### config.mk
export PLATFORM = sky130hd
export DESIGN_NAME = serdes_phy_config_regs
export DESIGN_NICKNAME = d
export VERILOG_FILES = /design/src/hdl/serdes_phy_config_pkg.sv /design/src/hdl/serdes_phy_config_regs.sv
export VERILOG_INCLUDE_DIRS = /design/src /design/src/hdl
export SDC_FILE = /design/constraint.sdc
export NUM_CORES = 1
export LEC_CHECK = 0
export BUFFER_PORTS_ARGS = -buffer_cell sky130_fd_sc_hd__buf_2
export CORE_ASPECT_RATIO = 1.4
export CORE_UTILIZATION = 39
export CTS_CLUSTER_DIAMETER = 80
export DETAILED_ROUTE_END_ITERATION = 8
export MAX_ROUTING_LAYER = met4
export PLACE_DENSITY = 0.54
export SLEW_MARGIN = 40
export SYNTH_ARGS = -nofsm -noshare
export SYNTH_HDL_FRONTEND = slang
export SYNTH_SLANG_ARGS = --single-unit
export TNS_END_PERCENT = 1
### constraint.sdc
create_clock -name mclk_in -period 2.9 [get_ports mclk_in]
set_input_delay 0.435 -clock mclk_in [delete_from_list [all_inputs] [get_ports mclk_in]]
set_output_delay 0.435 -clock mclk_in [all_outputs]
set_load 0.02 [all_outputs]
### src/hdl/serdes_phy_config_regs.svh
`ifndef SERDES_PHY_CONFIG_REGS_SVH
`define SERDES_PHY_CONFIG_REGS_SVH

// register offsets on the serial configuration port
`define ADDR_LANE_PHY_POWERDOWN 15'h0201
`define ADDR_MISC_POWERDOWN 15'h0203
`define ADDR_RECOVERY_LOGIC_RESET 15'h0206
`define ADDR_RECOVERY_RATE_MODE 15'h0230
`define ADDR_LANE0_1_EQUALIZER 15'h0250

// reset values
`define RST_LANE_PHY_POWERDOWN 8'h00
`define RST_MISC_POWERDOWN 8'h00
`define RST_RECOVERY_LOGIC_RESET 8'h01
`define RST_RECOVERY_RATE_MODE 8'h60
`define RST_LANE0_1_EQUALIZER 8'h88

// field positions
`define POS_LANE_PD_LO 3
`define POS_LANE_PD_HI 7
`define POS_SYNC_BUF_PD 1
`define POS_RECOVERY_RUN 0
`define POS_HALF_RATE 5
`define POS_DIV_LO 1
`define POS_DIV_HI 2
`define POS_EQ0_LO 0
`define POS_EQ0_HI 3
`define POS_EQ1_LO 4
`define POS_EQ1_HI 7

// oversampling divider codes
`define DIV_CODE_NONE 2'h0
`define DIV_CODE_BY2 2'h1
`define DIV_CODE_BY4 2'h2
`define DIV_CODE_RSVD 2'h3

// serial frame: instruction bits, then data bits
`define SPI_INSTR_BITS 5'h10
`define SPI_FRAME_BITS 5'h18

`endif

### src/hdl/serdes_phy_config_pkg.sv
`default_nettype none

package serdes_phy_config_pkg;

    typedef enum logic [1:0] {
        DIV_NONE,
        DIV_BY2,
        DIV_BY4
    } oversample_div_e;

    typedef struct packed {
        logic [4:0] lane_phy_powerdown_bits;
        logic sync_buffer_powerdown;
        logic recovery_logic_run;
        logic half_rate_enable;
        oversample_div_e oversample_div;
        logic [3:0] lane1_equalizer_setting;
        logic [3:0] lane0_equalizer_setting;
        logic [1:0] eq_manual;
    } phy_cfg_s;

endpackage

`default_nettype wire

### src/hdl/serdes_phy_config_regs.sv
// Summary of operation
// bits 3..7 of lane PHY power-down register each power down one lane
// misc power-down bit 1 powers down the sync request buffer; resets 0
// recovery reset bit 0 low holds PHY control logic in reset; resets 1
// rate mode bit 5 selects half-rate recovery above 6 Gbps; resets 1
// rate mode bits 2:1 code 10 divides oversampling by four
// software picks no division above 3 Gbps, by two up to 3 Gbps
// divider code 00 none, 01 by two; reserved code 11 is not stored
// per-lane equalizer nibble: 0000 manual, else boost level; resets 0x8
`timescale 1ns/1ps
`default_nettype none
`include "serdes_phy_config_regs.svh"

module serdes_phy_config_regs (
    // clock, reset, enable
    input wire logic mclk_in,
    input wire logic rst_n_in,
    input wire logic ce_in,
    // serial configuration port
    input wire logic spi_csb_n_in,
    input wire logic spi_sclk_in,
    input wire logic spi_sdi_in,
    output logic spi_sdo_out,
    output logic spi_sdo_oe_out,
    // configuration to the lane front end
    output var serdes_phy_config_pkg::phy_cfg_s phy_cfg_out
);

    typedef enum logic {ST_INSTR, ST_DATA} frame_state_e;

    // synchronisers: stage 1 read only by stage 2
    logic [1:0] csb_sync_r;
    logic [2:0] sclk_sync_r;
    logic [1:0] sdi_sync_r;
    logic sclk_rise;
    logic frame_active;

    frame_state_e state_r;
    logic [4:0] bit_cnt_r;
    logic [15:0] shift_in_r;
    logic read_r;
    logic [14:0] addr_r;
    logic [7:0] shift_out_r;
    logic wr_stb_r;
    logic [7:0] wr_data_r;
    logic [14:0] wr_addr_r;

    logic [4:0] lane_pd_r;
    logic [1:0] misc_pd_r;
    logic recovery_run_r;
    logic [7:0] rate_mode_r;
    logic [7:0] eq_r;
    logic [7:0] rd_data;

    always_ff @(posedge mclk_in or negedge rst_n_in) begin
        if (!rst_n_in) begin
            csb_sync_r <= 2'h3;
            sclk_sync_r <= 3'h0;
            sdi_sync_r <= 2'h0;
        end else if (ce_in) begin
            csb_sync_r <= {csb_sync_r[0], spi_csb_n_in};
            sclk_sync_r <= {sclk_sync_r[1:0], spi_sclk_in};
            sdi_sync_r <= {sdi_sync_r[0], spi_sdi_in};
        end
    end

    // edges are judged on stages 2 and 3 only
    assign sclk_rise = sclk_sync_r[1] & ~sclk_sync_r[2];
    assign frame_active = ~csb_sync_r[1];

    // frame decoder: 16 instruction bits (rw, 15-bit address), 8 data bits
    always_ff @(posedge mclk_in or negedge rst_n_in) begin
        if (!rst_n_in) begin
            state_r <= ST_INSTR;
            bit_cnt_r <= 5'h00;
            shift_in_r <= 16'h0000;
            read_r <= 1'b0;
            addr_r <= 15'h0000;
        end else if (ce_in) begin
            if (!frame_active) begin
                state_r <= ST_INSTR;
                bit_cnt_r <= 5'h00;
            end else if (sclk_rise) begin
                shift_in_r <= {shift_in_r[14:0], sdi_sync_r[1]};
                bit_cnt_r <= bit_cnt_r + 5'h01;
                unique case (state_r)
                    ST_INSTR: begin
                        if (bit_cnt_r == `SPI_INSTR_BITS - 5'h01) begin
                            state_r <= ST_DATA;
                            read_r <= shift_in_r[14];
                            addr_r <= {shift_in_r[13:0], sdi_sync_r[1]};
                        end
                    end
                    ST_DATA: begin
                        // count saturates past the last data bit so that
                        // extra clocks cannot raise a second write strobe
                        if (bit_cnt_r == `SPI_FRAME_BITS) begin
                            bit_cnt_r <= bit_cnt_r;
                        end
                    end
                endcase
            end
        end
    end

    // write strobe after the last data bit
    always_ff @(posedge mclk_in or negedge rst_n_in) begin
        if (!rst_n_in) begin
            wr_stb_r <= 1'b0;
            wr_data_r <= 8'h00;
            wr_addr_r <= 15'h0000;
        end else if (ce_in) begin
            wr_stb_r <= frame_active && sclk_rise && state_r == ST_DATA
                && !read_r && bit_cnt_r == `SPI_FRAME_BITS - 5'h01;
            wr_data_r <= {shift_in_r[6:0], sdi_sync_r[1]};
            wr_addr_r <= addr_r;
        end
    end

    always_comb begin
        rd_data = 8'h00;
        unique case (addr_r)
            `ADDR_LANE_PHY_POWERDOWN: rd_data = {lane_pd_r, 3'h0};
            `ADDR_MISC_POWERDOWN: rd_data = {6'h00, misc_pd_r};
            `ADDR_RECOVERY_LOGIC_RESET: rd_data = {7'h00, recovery_run_r};
            `ADDR_RECOVERY_RATE_MODE: rd_data = rate_mode_r;
            `ADDR_LANE0_1_EQUALIZER: rd_data = eq_r;
            default: rd_data = 8'h00;
        endcase
    end

    // read data shifts out msb first, one bit per rising sclk
    always_ff @(posedge mclk_in or negedge rst_n_in) begin
        if (!rst_n_in) begin
            shift_out_r <= 8'h00;
            spi_sdo_oe_out <= 1'b0;
        end else if (ce_in) begin
            if (!frame_active) begin
                spi_sdo_oe_out <= 1'b0;
            end else if (sclk_rise && state_r == ST_INSTR
                         && bit_cnt_r == `SPI_INSTR_BITS - 5'h01) begin
                spi_sdo_oe_out <= shift_in_r[14];
            end else if (state_r == ST_DATA && read_r && !sclk_rise
                         && bit_cnt_r == `SPI_INSTR_BITS) begin
                shift_out_r <= rd_data;
            end else if (sclk_rise && state_r == ST_DATA) begin
                shift_out_r <= {shift_out_r[6:0], 1'b0};
            end
        end
    end
    assign spi_sdo_out = shift_out_r[7];

    // register writes
    always_ff @(posedge mclk_in or negedge rst_n_in) begin
        if (!rst_n_in) begin
            lane_pd_r <= 5'h00;
            misc_pd_r <= 2'h0;
            recovery_run_r <= 1'b1;
            rate_mode_r <= `RST_RECOVERY_RATE_MODE;
            eq_r <= `RST_LANE0_1_EQUALIZER;
        end else if (ce_in && wr_stb_r) begin
            unique case (wr_addr_r)
                `ADDR_LANE_PHY_POWERDOWN:
                    lane_pd_r <= wr_data_r[`POS_LANE_PD_HI:`POS_LANE_PD_LO];
                `ADDR_MISC_POWERDOWN:
                    misc_pd_r <= wr_data_r[1:0];
                `ADDR_RECOVERY_LOGIC_RESET:
                    recovery_run_r <= wr_data_r[`POS_RECOVERY_RUN];
                `ADDR_RECOVERY_RATE_MODE: begin
                    rate_mode_r[7:3] <= wr_data_r[7:3];
                    rate_mode_r[0] <= wr_data_r[0];
                    // a reserved divider code would leave the lanes unclocked
                    if (wr_data_r[`POS_DIV_HI:`POS_DIV_LO] != `DIV_CODE_RSVD) begin
                        rate_mode_r[2:1] <= wr_data_r[2:1];
                    end
                end
                `ADDR_LANE0_1_EQUALIZER:
                    eq_r <= wr_data_r;
                default: begin
                end
            endcase
        end
    end

    // configuration outputs, one power-down per lane
    genvar k;
    generate
        for (k = 0; k < 5; k++) begin : g_lane_pd
            assign phy_cfg_out.lane_phy_powerdown_bits[k] = lane_pd_r[k];
        end
        for (k = 0; k < 2; k++) begin : g_eq_manual
            assign phy_cfg_out.eq_manual[k] = eq_r[4*k +: 4] == 4'h0;
        end
    endgenerate

    assign phy_cfg_out.sync_buffer_powerdown = misc_pd_r[`POS_SYNC_BUF_PD];
    assign phy_cfg_out.recovery_logic_run = recovery_run_r;
    assign phy_cfg_out.half_rate_enable = rate_mode_r[`POS_HALF_RATE];
    assign phy_cfg_out.oversample_div =
        serdes_phy_config_pkg::oversample_div_e'(rate_mode_r[2:1]);
    assign phy_cfg_out.lane1_equalizer_setting = eq_r[`POS_EQ1_HI:`POS_EQ1_LO];
    assign phy_cfg_out.lane0_equalizer_setting = eq_r[`POS_EQ0_HI:`POS_EQ0_LO];

    property p_lane_pd;
        @(posedge mclk_in) disable iff (!rst_n_in)
        ce_in && wr_stb_r && wr_addr_r == `ADDR_LANE_PHY_POWERDOWN
        |=> phy_cfg_out.lane_phy_powerdown_bits == $past(wr_data_r[7:3]);
    endproperty
    a_lane_pd: assert property (p_lane_pd)
        else $error("lane power-down bits did not follow write");

    property p_sync_pd;
        @(posedge mclk_in) disable iff (!rst_n_in)
        ce_in && wr_stb_r && wr_addr_r == `ADDR_MISC_POWERDOWN
        |=> phy_cfg_out.sync_buffer_powerdown == $past(wr_data_r[1]);
    endproperty
    a_sync_pd: assert property (p_sync_pd)
        else $error("sync buffer power-down did not follow bit 1");

    property p_recovery_hold;
        @(posedge mclk_in) disable iff (!rst_n_in)
        !(ce_in && wr_stb_r && wr_addr_r == `ADDR_RECOVERY_LOGIC_RESET)
        |=> $stable(phy_cfg_out.recovery_logic_run);
    endproperty
    a_recovery_hold: assert property (p_recovery_hold)
        else $error("recovery reset changed without a write");

    property p_half_rate;
        @(posedge mclk_in) disable iff (!rst_n_in)
        ce_in && wr_stb_r && wr_addr_r == `ADDR_RECOVERY_RATE_MODE
        |=> phy_cfg_out.half_rate_enable == $past(wr_data_r[5]);
    endproperty
    a_half_rate: assert property (p_half_rate)
        else $error("half rate enable did not follow bit 5");

    property p_div4;
        @(posedge mclk_in) disable iff (!rst_n_in)
        ce_in && wr_stb_r && wr_addr_r == `ADDR_RECOVERY_RATE_MODE
        && wr_data_r[2:1] == `DIV_CODE_BY4
        |=> phy_cfg_out.oversample_div == serdes_phy_config_pkg::DIV_BY4;
    endproperty
    a_div4: assert property (p_div4)
        else $error("code 10 did not select divide by four");

    property p_div_rsvd;
        @(posedge mclk_in) disable iff (!rst_n_in)
        ce_in && wr_stb_r && wr_data_r[2:1] == `DIV_CODE_RSVD
        |=> $stable(phy_cfg_out.oversample_div);
    endproperty
    a_div_rsvd: assert property (p_div_rsvd)
        else $error("reserved divider code was stored");

    property p_eq;
        @(posedge mclk_in) disable iff (!rst_n_in)
        ce_in && wr_stb_r && wr_addr_r == `ADDR_LANE0_1_EQUALIZER
        |=> phy_cfg_out.lane0_equalizer_setting == $past(wr_data_r[3:0])
            && phy_cfg_out.eq_manual[1] == ($past(wr_data_r[7:4]) == 4'h0);
    endproperty
    a_eq: assert property (p_eq)
        else $error("equalizer settings did not follow write");

endmodule // serdes_phy_config_regs
`default_nettype wire

# Word-level counts from Yosys, hierarchy flattened
# Index checks and enable logic that the tools add are counted.
[totals] ff_bits=101 latchBits=0 mem_bits_rw=0 romBits=0 output_inout_bits=22 memories=0
[op_classes] add_sub_neg=1 mul=0 div_mod_pow=0 order_cmp=0 eq_ne=16 n_shift=0 n_mux=13 n_bitwise=5 reduce_logical=30
[op_table] operator="$eq 15x10->1 const B" count=10
[op_table] operator="$pmux 8 s5" count=1
[op_table] operator="$mux 5" count=4
[op_table] operator="$mux 8" count=2
[op_table] operator="$eq 5x5->1 const B" count=3
[op_table] operator="$reduce_and 2->1" count=7
[op_table] operator="$logic_and 1x1->1" count=11
[op_table] operator="$reduce_and 3->1" count=3
[op_table] operator="$logic_not 4->1" count=2
[op_table] operator="$mux 1" count=6
[op_table] operator="$reduce_bool 2->1" count=3
[op_table] operator="$add 5x1->5 const B" count=1
[op_table] operator="$eq 5x4->1 const B" count=1
[op_table] operator="$reduce_and 5->1" count=1
[op_table] operator="$not 1->1" count=4
[op_table] operator="$reduce_and 4->1" count=1
[op_table] operator="$ne 3x3->1 const B" count=1
[op_table] operator="$logic_not 1->1" count=2
[op_table] operator="$ne 2x2->1 const B" count=1
[op_table] operator="$and 1x1->1" count=1

# Depth between registers and ports, before layout
# Gate-level depths: netlist of the first run.
[logic_depth] depth_word=7 ltp_mapped=10 mapped_depth_nobuf=9

# Least setup slack after synthesis of the first run
# No wires, ideal clock.
[synth_timing] path_type="register -> register" start="register bit_cnt_r[0]" end="register shift_out_r[1]" setup_ns=0.080 arrival_time_ns=2.145 path_slack_ns=0.675 path_stages_with_launch=11 path_buffers=1 path_cell_list="dfrtp_1 > ha_1 > nand2_1 > nor2_1 > ha_1 > and4bb_2 > nor2_1 > o21ai_2 > or2_1 > buf_6 > o211ai_2"
[synth_between] elab_chain_cells=4
[synth_lines] element="start: declaration" line_no="serdes_phy_config_regs.sv:39" text="logic [4:0] bit_cnt_r;"
[synth_lines] element="start signal: assignment" line_no="serdes_phy_config_regs.sv:85" text="bit_cnt_r <= bit_cnt_r + 5'h01;"
[synth_lines] element="start signal: assignment" line_no="serdes_phy_config_regs.sv:98" text="bit_cnt_r <= bit_cnt_r;"
[synth_lines] element="$eq 5x5->1 (no source line) / $eq 5x4->1 (equally long branches)"
[synth_lines] element="$logic_and 1x1->1, on equally long branches"
[synth_lines] element="$reduce_bool 2->1 (no source line) / $not 1->1 (equally long branches)"
[synth_lines] element="$reduce_and 4->1 (no source line)"
[synth_lines] element="end signal: assignment" line_no="serdes_phy_config_regs.sv:145" text="shift_out_r <= rd_data;"
[synth_lines] element="end signal: assignment" line_no="serdes_phy_config_regs.sv:147" text="shift_out_r <= {shift_out_r[6:0], 1'b0};"
[synth_lines] element="end: declaration" line_no="serdes_phy_config_regs.sv:43" text="logic [7:0] shift_out_r;"
# Several ways; a longest one is shown, not always the timed one.
# A chain may end at the register's enable or synchronous reset.

# Worst setup path in the final report of the first run
[layout_timing] start="register bit_cnt_r[0]" end="register shift_out_r[5]"
# Same word-level chain as after synthesis.

==> metrics, run 1 <==
run status completed; sequential-to-total area share from yosys stat a little under three fifths; Total Nets Final 378; worst hold path type input port to asynchronous set/reset pin; Slew @ Worst Pin 0.593 ns; worst-path fanout max 10; ys async rst share 100%; largest net degree at the start of global routing 66; WP data required around 3.2 ns; row cnt 46; Die H approximately 130 um; PortBufs 27; predominant post-synthesis flop cell dfrtp_1; routed vias 2777; sum of negative setup slack 0 ns; DIE AREA 0.0120 mm2; syn_nets between 300 and 400; Via density approximately 5.4; drt pass-1 iters 6; diode count 0; Clk Latency, worst-skew pair about 0.34 ns; fin crit period about 2.2 ns; layout cell share with drive strength beyond 1 42.2%; RSZ-0062 raised after global routing no; Pleak approximately 2.4 nW; Setup CP Type register to register; grt total ovfl 0; final WL between 9000 and 10000 um; Gate Count Post-Synth approximately 340; final setup margin 0.652 ns; Total GRT Usage 17.5%; Hold Buf Count CTS 0; Yosys cell types between 50 and 60; leading cell type in the layout, fill and taps excluded dfrtp_1; antenna viol nets, final 0; Die X ~93 um; final period utilization between 70 and 80%; H-tree Lvls 3; Worst-path clk slew 0.06 ns; dpl hpwl between 6000 and 7000 um; CTS Root Cell clkbuf_16; most frequent cells in the layout dfrtp_1, mux2_2, nand2_1; Syn Std Cell Area 0.00452 mm2; Initial DRC Count 145; slew margin rel. between 60% and 70%; Critical Path AT 2.51 ns; IO Pins 28; # Max-Cap Violations 0; Yosys Warn Count 0; clock buffer count from CTS 9; syn_area_per_cell roughly 13 um2; setup slack after placement approximately 0.68 ns; P&R area growth vs syn 13.2%; CP startpoint kind register; vias in the first global route 2870; Core ar. 0.0113 mm2; Hold WS 0.0645 ns; initial antenna violation count 0; first-pass GRT wire length around 15000 um; CTS tree done; Clock Tree Buf Depth 2; power density over cell area around 600 mW/mm2; Max Clock Freq approximately 0.44 GHz; final slew viol count 0; clk sinks approximately 100; Residual DRC 0; Wirelength per Cell between 15 and 20 um; Synth Register Bits just over 100; maximum vdd drop approximately 240 uV; Final setup viols 0; GP Congestion a little over 0.8; Resized Gates After CTS 0; clock skew 0.00622 ns; CP Capture Type register; Post-synth EDFFs 0; Initial Util about two fifths; # Post-CTS Setup Buffers 0; Final Hold Viols 0
final timing paths:
path | startpoint | end | slack [ns] | cells after the start
min in group mclk_in | spi_sclk_in | sclk_sync_r[0] | 0.33 | 2
max in group asynchronous | rst_n_in | eq_r[7] | 2.07 | 2
max | bit_cnt_r[0] | shift_out_r[5] | 0.65 | 9
min | rst_n_in | rate_mode_r[2] | 0.06 | 1
max reg2reg | bit_cnt_r[0] | shift_out_r[5] | 0.65 | 9
min reg2reg | rate_mode_r[6] | rate_mode_r[6] | 0.46 | 2
metrics by stage:
step | power, mW | area [um2] | utilization, % | std cells
2_1_floorplan | 1.84 | 4520 | - | 337
3_3_place_gp | 1.96 | 4840 | 42.9 | 502
3_5_place_dp | 1.97 | 4840 | 42.9 | 502
4_1_cts | 3.10 | 5110 | 45.3 | 518
5_1_grt | 3.19 | 5110 | 45.3 | 518
6_report | 3.05 | 5110 | 45.3 | 518
layout make-up:
type | instances | area, um2
clock buffer | 15 | 268
clock inverter | 1 | 7.51
fill | 1098 | 6170
inverter | 8 | 30.0
multi-input combinational | 211 | 1860
sequential | 101 | 2540
tap | 144 | 180
timing repair buffer | 38 | 233
layer usage:
| metal | vias up | GRT usage, % | wire length (um) |
|---|---|---|---|
| met1 | 1425 | 21.0 | 4070 |
| met5 | - | - | 0 |
| met4 | 0 | 7.42 | 192 |
| li1 | 1308 | - | - |
| met3 | 13 | 2.93 | 204 |
| met2 | 31 | 29.1 | 4920 |
synthesized netlist by cell type, types with 2 or more instances:
library cell / n / area, um2
or4b_4: 2 / 27.5
o21ai_0: 4 / 20.0
clkbuf_1: 9 / 33.8
a222oi_1: 5 / 50.1
a22o_1: 2 / 17.5
and4bb_2: 2 / 25.0
nor2_1: 9 / 33.8
inv_1: 8 / 30.0
nor2b_1: 3 / 18.8
nor3b_2: 2 / 25.0
a22oi_1: 2 / 15.0
or4b_2: 2 / 20.0
nor4b_1: 2 / 17.5
nand4b_1: 7 / 61.3
nand3b_1: 3 / 22.5
nor4_4: 3 / 63.8
mux2_2: 77 / 867
dfstp_2: 7 / 184
buf_2: 2 / 10.0
ha_1: 3 / 37.5
or3_1: 2 / 12.5
o211ai_2: 6 / 75.1
a31oi_1: 2 / 12.5
a21oi_1: 3 / 15.0
nand2_1: 29 / 109
o22a_1: 3 / 26.3
nand4_1: 4 / 25.0
nor3_1: 4 / 20.0
o22ai_1: 4 / 25.0
dfrtp_1: 94 / 2350
nand2b_1: 4 / 25.0
buf_4: 5 / 37.5
nor4_1: 3 / 18.8
cell families (layout without fill, tap and decap cells):
group	after synthesis	after routing	share of synthesized area (%)
flops	101	101	56.1
simple gates	90	90	13.6
mux	78	78	19.4
compound gates	39	39	7.14
buf+inv	25	62	2.71
fa+ha+maj	3	3	0.831
xor+xnor	1	1	0.194
critical path, cell delays in order (launching register included):
cell	delay, ns
dfrtp_1	0.41
ha_1	0.24
nand2_1	0.09
nor2_1	0.05
ha_1	0.19
and4bb_2	0.27
nor2_1	0.16
o21ai_2	0.16
or2_1	0.40
o211ai_2	0.21
where the power goes:
group	switching, mW	internal [mW]	leakage (nW)
clock network	0.488	0.631	0.130
registers	0.133	1.53	1.36
logic	0.128	0.142	0.906
total	0.749	2.30	2.39
registers in the layout, indices dropped and copies added, names as in the netlist, 8 cells and up:
| name | count |
|---|---|
| addr_r | 15 |
| wr_data_r | 8 |
| wr_addr_r | 15 |
| shift_out_r | 8 |
| rate_mode_r | 8 |
| eq_r | 8 |
| shift_in_r | 15 |
Power figures use the tool's default switching activity.
==> run 2: changes to the inputs <==
==> constraint.sdc (replaced) <==
create_clock -name mclk_in -period 2.3 [get_ports mclk_in]
set_input_delay 0.345 -clock mclk_in [delete_from_list [all_inputs] [get_ports mclk_in]]
set_output_delay 0.345 -clock mclk_in [all_outputs]
set_load 0.02 [all_outputs]
==> metrics, run 2 (synthesis gave the netlist of run 1 again) <==
run status completed; power density over cell area 754 mW/mm2 (+26%); worst-path fanout max 5 (-5); CP startpoint kind register; GRT met3 Usage 2.99% (+0.059 points); fin crit period 2.15 ns (-0.101 ns); CTS Root Cell clkbuf_16; Worst-path clk slew 0.06 ns (about the same); met1 GRT Util 19.9% (-1.1 points); clock buffer count from CTS 9 (unchanged); clock skew 0.00968 ns (+0.00345 ns); worst hold path type input port to register; GP Congestion 0.740 (-9.3%); final instance area 0.00524 mm2 (+2.5%); Residual DRC 0 (unchanged); global route hottest layer met2; final setup margin 0.153 ns (-0.499 ns); Total GRT Usage 17.8% (+0.25 points); r2r worst-path depth 5 (-4); most frequent cells in the layout dfrtp_1, mux2_2, nand2_1; Total Nets Final 391 (+3.4%); Final Hold Viols 0 (unchanged); final WL 9600 um (+2.3%); IO Pins 28 (unchanged); leading cell type in the layout, fill and taps excluded dfrtp_1; maximum vdd drop 348 uV (+48%); Sequential cell area 0.00254 mm2 (unchanged); WP data required 2.55 ns (-0.61 ns); final slew viol count 0 (unchanged); slew margin rel. 66.7% (+6.5 points); Wirelength per Cell 18.1 um (-0.17%); multi-input logic area 0.00187 mm2 (+0.47%); vias in the first global route 2942 (+2.5%); final period utilization 93.3% (+16 points); Die H 129 um (unchanged); sum of negative setup slack 0 ns (unchanged); P&R area growth vs syn 16.0%; setup slack after placement 0.0375 ns (-0.640 ns); Initial DRC Count 85 (-41%); hold depth 2; DIE AREA 0.0120 mm2 (unchanged); row cnt 46 (unchanged); Critical Path AT 2.40 ns (-0.11 ns); Final setup viols 0 (unchanged); grt total ovfl 0 (unchanged); RSZ-0062 raised after global routing no; PortBufs 27 (unchanged); routed vias 2823 (+1.7%); largest net degree at the start of global routing 46 (-30%); dpl hpwl 6900 um (+4.6%); met2 global-route usage 32.0% (+2.9 points); first-pass GRT wire length 15600 um (+0.62%); Pleak 2.47 nW (+3.4%); drt pass-1 iters 4 (-2); H-tree Lvls 3 (unchanged); # Max-Cap Violations 0 (unchanged); Via density 5.32 (-0.83%); Core ar. 0.0113 mm2 (unchanged); Clk Latency, worst-skew pair 0.34 ns (about the same); initial antenna violation count 0 (unchanged); Setup CP Type register to register; Die X 93.0 um (unchanged); clk sinks 101 (unchanged); Slew @ Worst Pin 0.499 ns (-0.0942 ns); biggest regs addr_r (15), shift_in_r (15), wr_addr_r (15); layout cell share with drive strength beyond 1 45.0% (+2.7 points); Initial Util 40.1% (unchanged); fillers 1074 (-2.2%); placed cell area 0.00492 mm2 (+1.7%); CP Capture Type register; diode count 0 (unchanged); Clock Tree Buf Depth 2 (unchanged); Max Clock Freq 0.466 GHz (+4.7%); CTS tree done; antenna viol nets, final 0 (unchanged)
## run 2: area by class of cell
| type | instances | area share [%] |
|---|---|---|
| repair buffers | 51 | 6.35 |
| clock inverters | 4 | 0.907 |
| inverters | 8 | 0.573 |
| clock buffers | 12 | 4.70 |
| well taps | 144 | 3.44 |
| multi-input cells | 211 | 35.7 |
| flip-flops and latches | 101 | 48.4 |
## run 2: report_power, final
part           leakage [nW]  total (mW)  switching, mW  internal (mW)
clock network         0.143        1.51          0.635          0.871
registers              1.36        2.10          0.169           1.93
logic                 0.975       0.347          0.163          0.184
## run 2: final timing paths
path / slack, ns / startpoint / endpoint
setup reg to reg: 0.15 / addr_r[10] / shift_out_r[7]
hold / removal: 0.24 / spi_sclk_in / sclk_sync_r[0]
hold reg to reg: 0.46 / rate_mode_r[6] / rate_mode_r[6]
setup / recovery: 0.15 / addr_r[10] / shift_out_r[7]
max in group asynchronous: 1.13 / rst_n_in / eq_r[7]
min in group asynchronous: 0.49 / rst_n_in / shift_out_r[2]
## run 2: critical path, stage by stage (launching register included)
cell and delay (ns):
dfrtp_1 0.41, or3_1 0.51, nor4_4 0.41, nor3b_4 0.37, a222oi_1 0.19, o211ai_2 0.19
## run 2: layer usage
| layer | part of all wire [%] | up-vias |
|---|---|---|
| met3 | 2.4 | 5 |
| met4 | 1.1 | 0 |
| met5 | 0 | - |
| met1 | 42 | 1446 |
| met2 | 54 | 41 |
| li1 | - | 1331 |
## run 2: repair_timing
action                                 in CTS  in global routing
hold buffers                                1                  0
endpoints found under the hold margin      25                  0
gates resized for setup                     0                  3
setup buffers                               0                  1
setup endpoints to repair                   0                  6
## run 2: through the flow
| step | std cells | hold WS, ns | util [%] | total power [mW] |
|---|---|---|---|---|
| floorplan | 337 | 0.0494 | - | 2.32 |
| global placement | 513 | 0.314 | 43.6 | 2.48 |
| detailed placement | 513 | 0.313 | 43.6 | 2.48 |
| CTS | 530 | 0.230 | 46.3 | 4.00 |
| global route | 531 | 0.235 | 46.5 | 4.11 |
| finish | 531 | 0.241 | 46.5 | 3.95 |
==> run 3: changes to the inputs <==
--- a/config.mk
+++ b/config.mk
@@ -6,14 +6,14 @@
 export SDC_FILE = /design/constraint.sdc
 export NUM_CORES = 1
 export LEC_CHECK = 0
-export BUFFER_PORTS_ARGS = -buffer_cell sky130_fd_sc_hd__buf_2
 export CORE_ASPECT_RATIO = 1.4
 export CORE_UTILIZATION = 39
 export CTS_CLUSTER_DIAMETER = 80
 export DETAILED_ROUTE_END_ITERATION = 8
+export DONT_BUFFER_PORTS = 1
 export MAX_ROUTING_LAYER = met4
-export PLACE_DENSITY = 0.54
-export SLEW_MARGIN = 40
+export PLACE_DENSITY = 0.52
+export SLEW_MARGIN = 20
 export SYNTH_ARGS = -nofsm -noshare
 export SYNTH_HDL_FRONTEND = slang
 export SYNTH_SLANG_ARGS = --single-unit
==> metrics, run 3 (synthesis gave the netlist of run 1 again) <==
CP startpoint kind register; CTS Root Cell clkbuf_16; Initial Util 40.1% (unchanged); worst-path fanout max 5 (unchanged); fin crit period 2.17 ns (+0.0228 ns); H-tree Lvls 3 (unchanged); largest net degree at the start of global routing 102 (+120%); initial antenna violation count 0 (unchanged); Pleak 2.33 nW (-5.9%); diode count 0 (unchanged); Critical Path AT 2.44 ns (+0.04 ns); Die H 129 um (unchanged); layout cell share with drive strength beyond 1 41.0% (-4.0 points); grt total ovfl 0 (unchanged); PortBufs 0 (-100%); clock buffer count from CTS 9 (unchanged); leading cell type in the layout, fill and taps excluded dfrtp_1; final WL 9410 um (-2.0%); # Max-Cap Violations 0 (unchanged); IO Pins 28 (unchanged); CTS tree done; biggest regs addr_r (15), shift_in_r (15), wr_addr_r (15); dpl hpwl 6620 um (-4.1%); antenna viol nets, final 0 (unchanged); maximum vdd drop 296 uV (-15%); Residual DRC 0 (unchanged); sum of negative setup slack 0 ns (unchanged); P&R area growth vs syn 12.7%; setup slack after placement 0.0690 ns (+0.0315 ns); most frequent cells in the layout dfrtp_1, mux2_2, nand2_1; Via density 5.46 (+2.8%); Final Hold Viols 101 (+101); final period utilization 94.3% (+0.99 points); final setup margin 0.130 ns (-0.0228 ns); first-pass GRT wire length 15700 um (+0.67%); RSZ-0062 raised after global routing no; Core ar. 0.0113 mm2 (unchanged); Clock Tree Buf Depth 2 (unchanged); critical-path cell list or4b_4, nor4_4, nor3b_4, a222oi_1, o211ai_2; row cnt 46 (unchanged); max incr delay on CP 0.61 ns (+0.10 ns); Die X 93.0 um (unchanged); Worst path slowest cell or4b_4; Total GRT Usage 17.9% (+0.17 points); GP Congestion 0.730 (-1.3%); Slew @ Worst Pin 0.545 ns (+0.0464 ns); worst hold path type input port to asynchronous set/reset pin; clock skew 0.00481 ns (-0.00486 ns); Setup CP Type register to register; routed vias 2732 (-3.2%); placed cell area 0.00476 mm2 (-3.4%); run status finished with violations; Final setup viols 0 (unchanged); power density over cell area 787 mW/mm2 (+4.4%); multi-input logic area 0.00187 mm2 (+0.20%); clk sinks 101 (unchanged); Clk Latency, worst-skew pair 0.34 ns (about the same); vias in the first global route 2894 (-1.6%); Total Nets Final 360 (-7.9%); fillers 1081 (+0.65%); Worst-path clk slew 0.07 ns (about the same); Sequential cell area 0.00254 mm2 (unchanged); Initial DRC Count 123 (+45%); slew margin rel. 63.6% (-3.1 points); drt pass-1 iters 5 (+1); WP data required 2.57 ns (+0.02 ns); Max Clock Freq 0.461 GHz (-1.0%); Hold WS -0.310 ns (-0.551 ns); Wirelength per Cell 18.8 um (+4.1%); r2r worst-path depth 5 (unchanged); DIE AREA 0.0120 mm2 (unchanged); final slew viol count 0 (unchanged); CP Capture Type register; failing checks negative hold slack; final instance area 0.00509 mm2 (-2.8%)
run 3: cell count changes in the layout (fill, tap and decap cells not counted), sizes merged:
cell         delta
bufinv          +1
clkinv          +1
clkbuf          -2
dlygate4sd3     -1
buf            -30
run 3: critical path, delay by kind of cell (launching register included):
family          cells  cell delay, ns
compound gates      2            0.37
simple gates        3            1.33
flops               1            0.39
run 3: worst paths after layout:
kind                           startpoint              to  slack (ns)
max                             addr_r[7]  shift_out_r[7]        0.13
min                              rst_n_in         eq_r[2]       -0.31
max reg2reg                     addr_r[7]  shift_out_r[7]        0.13
min reg2reg                rate_mode_r[6]  rate_mode_r[6]        0.47
max in group asynchronous        rst_n_in   csb_sync_r[0]        2.41
min in group mclk_in                ce_in         state_r        0.09
run 3: final cells by class:
cell class,count,share of cell area (%)
Clock buffer,10,4.69
Clock inverter,6,1.69
Inverter,8,0.589
Multi-Input combinational cell,211,36.8
Sequential cell,101,49.8
Tap cell,144,3.54
Timing Repair Buffer,20,2.95
run 3: power breakdown:
part / switching, mW / internal, mW / total [mW]
Combinational: 0.0998 / 0.167 / 0.267
Clock: 0.652 / 0.981 / 1.63
Sequential: 0.180 / 1.93 / 2.11
Total: 0.932 / 3.08 / 4.01
run 3: metrics by stage:
step                      total power, mW  hold slack [ns]  util, %  std cells
after floorplan                      2.32           0.0494        -        337
after global placement               2.40           0.0520     42.2        484
after detailed placement             2.41           0.0517     42.2        484
after CTS                            4.07           -0.323     45.1        500
after global routing                 4.19           -0.328     45.2        500
final                                4.01           -0.310     45.2        500
run 3: layer usage:
layer  part of all wire [%]  GRT usage [%]  up-vias
met5                      0              -        -
met4                    3.2           9.77        0
met3                    2.5           2.88       17
met2                     53           30.2       38
met1                     41           20.3     1393
li1                       -              -     1284
run 3: timing repair:
action                     in CTS  in global routing
resized for setup               0                  3
hold endpoints to repair      101                101
buffers inserted                0                  0
setup endpoints to repair       0                 13
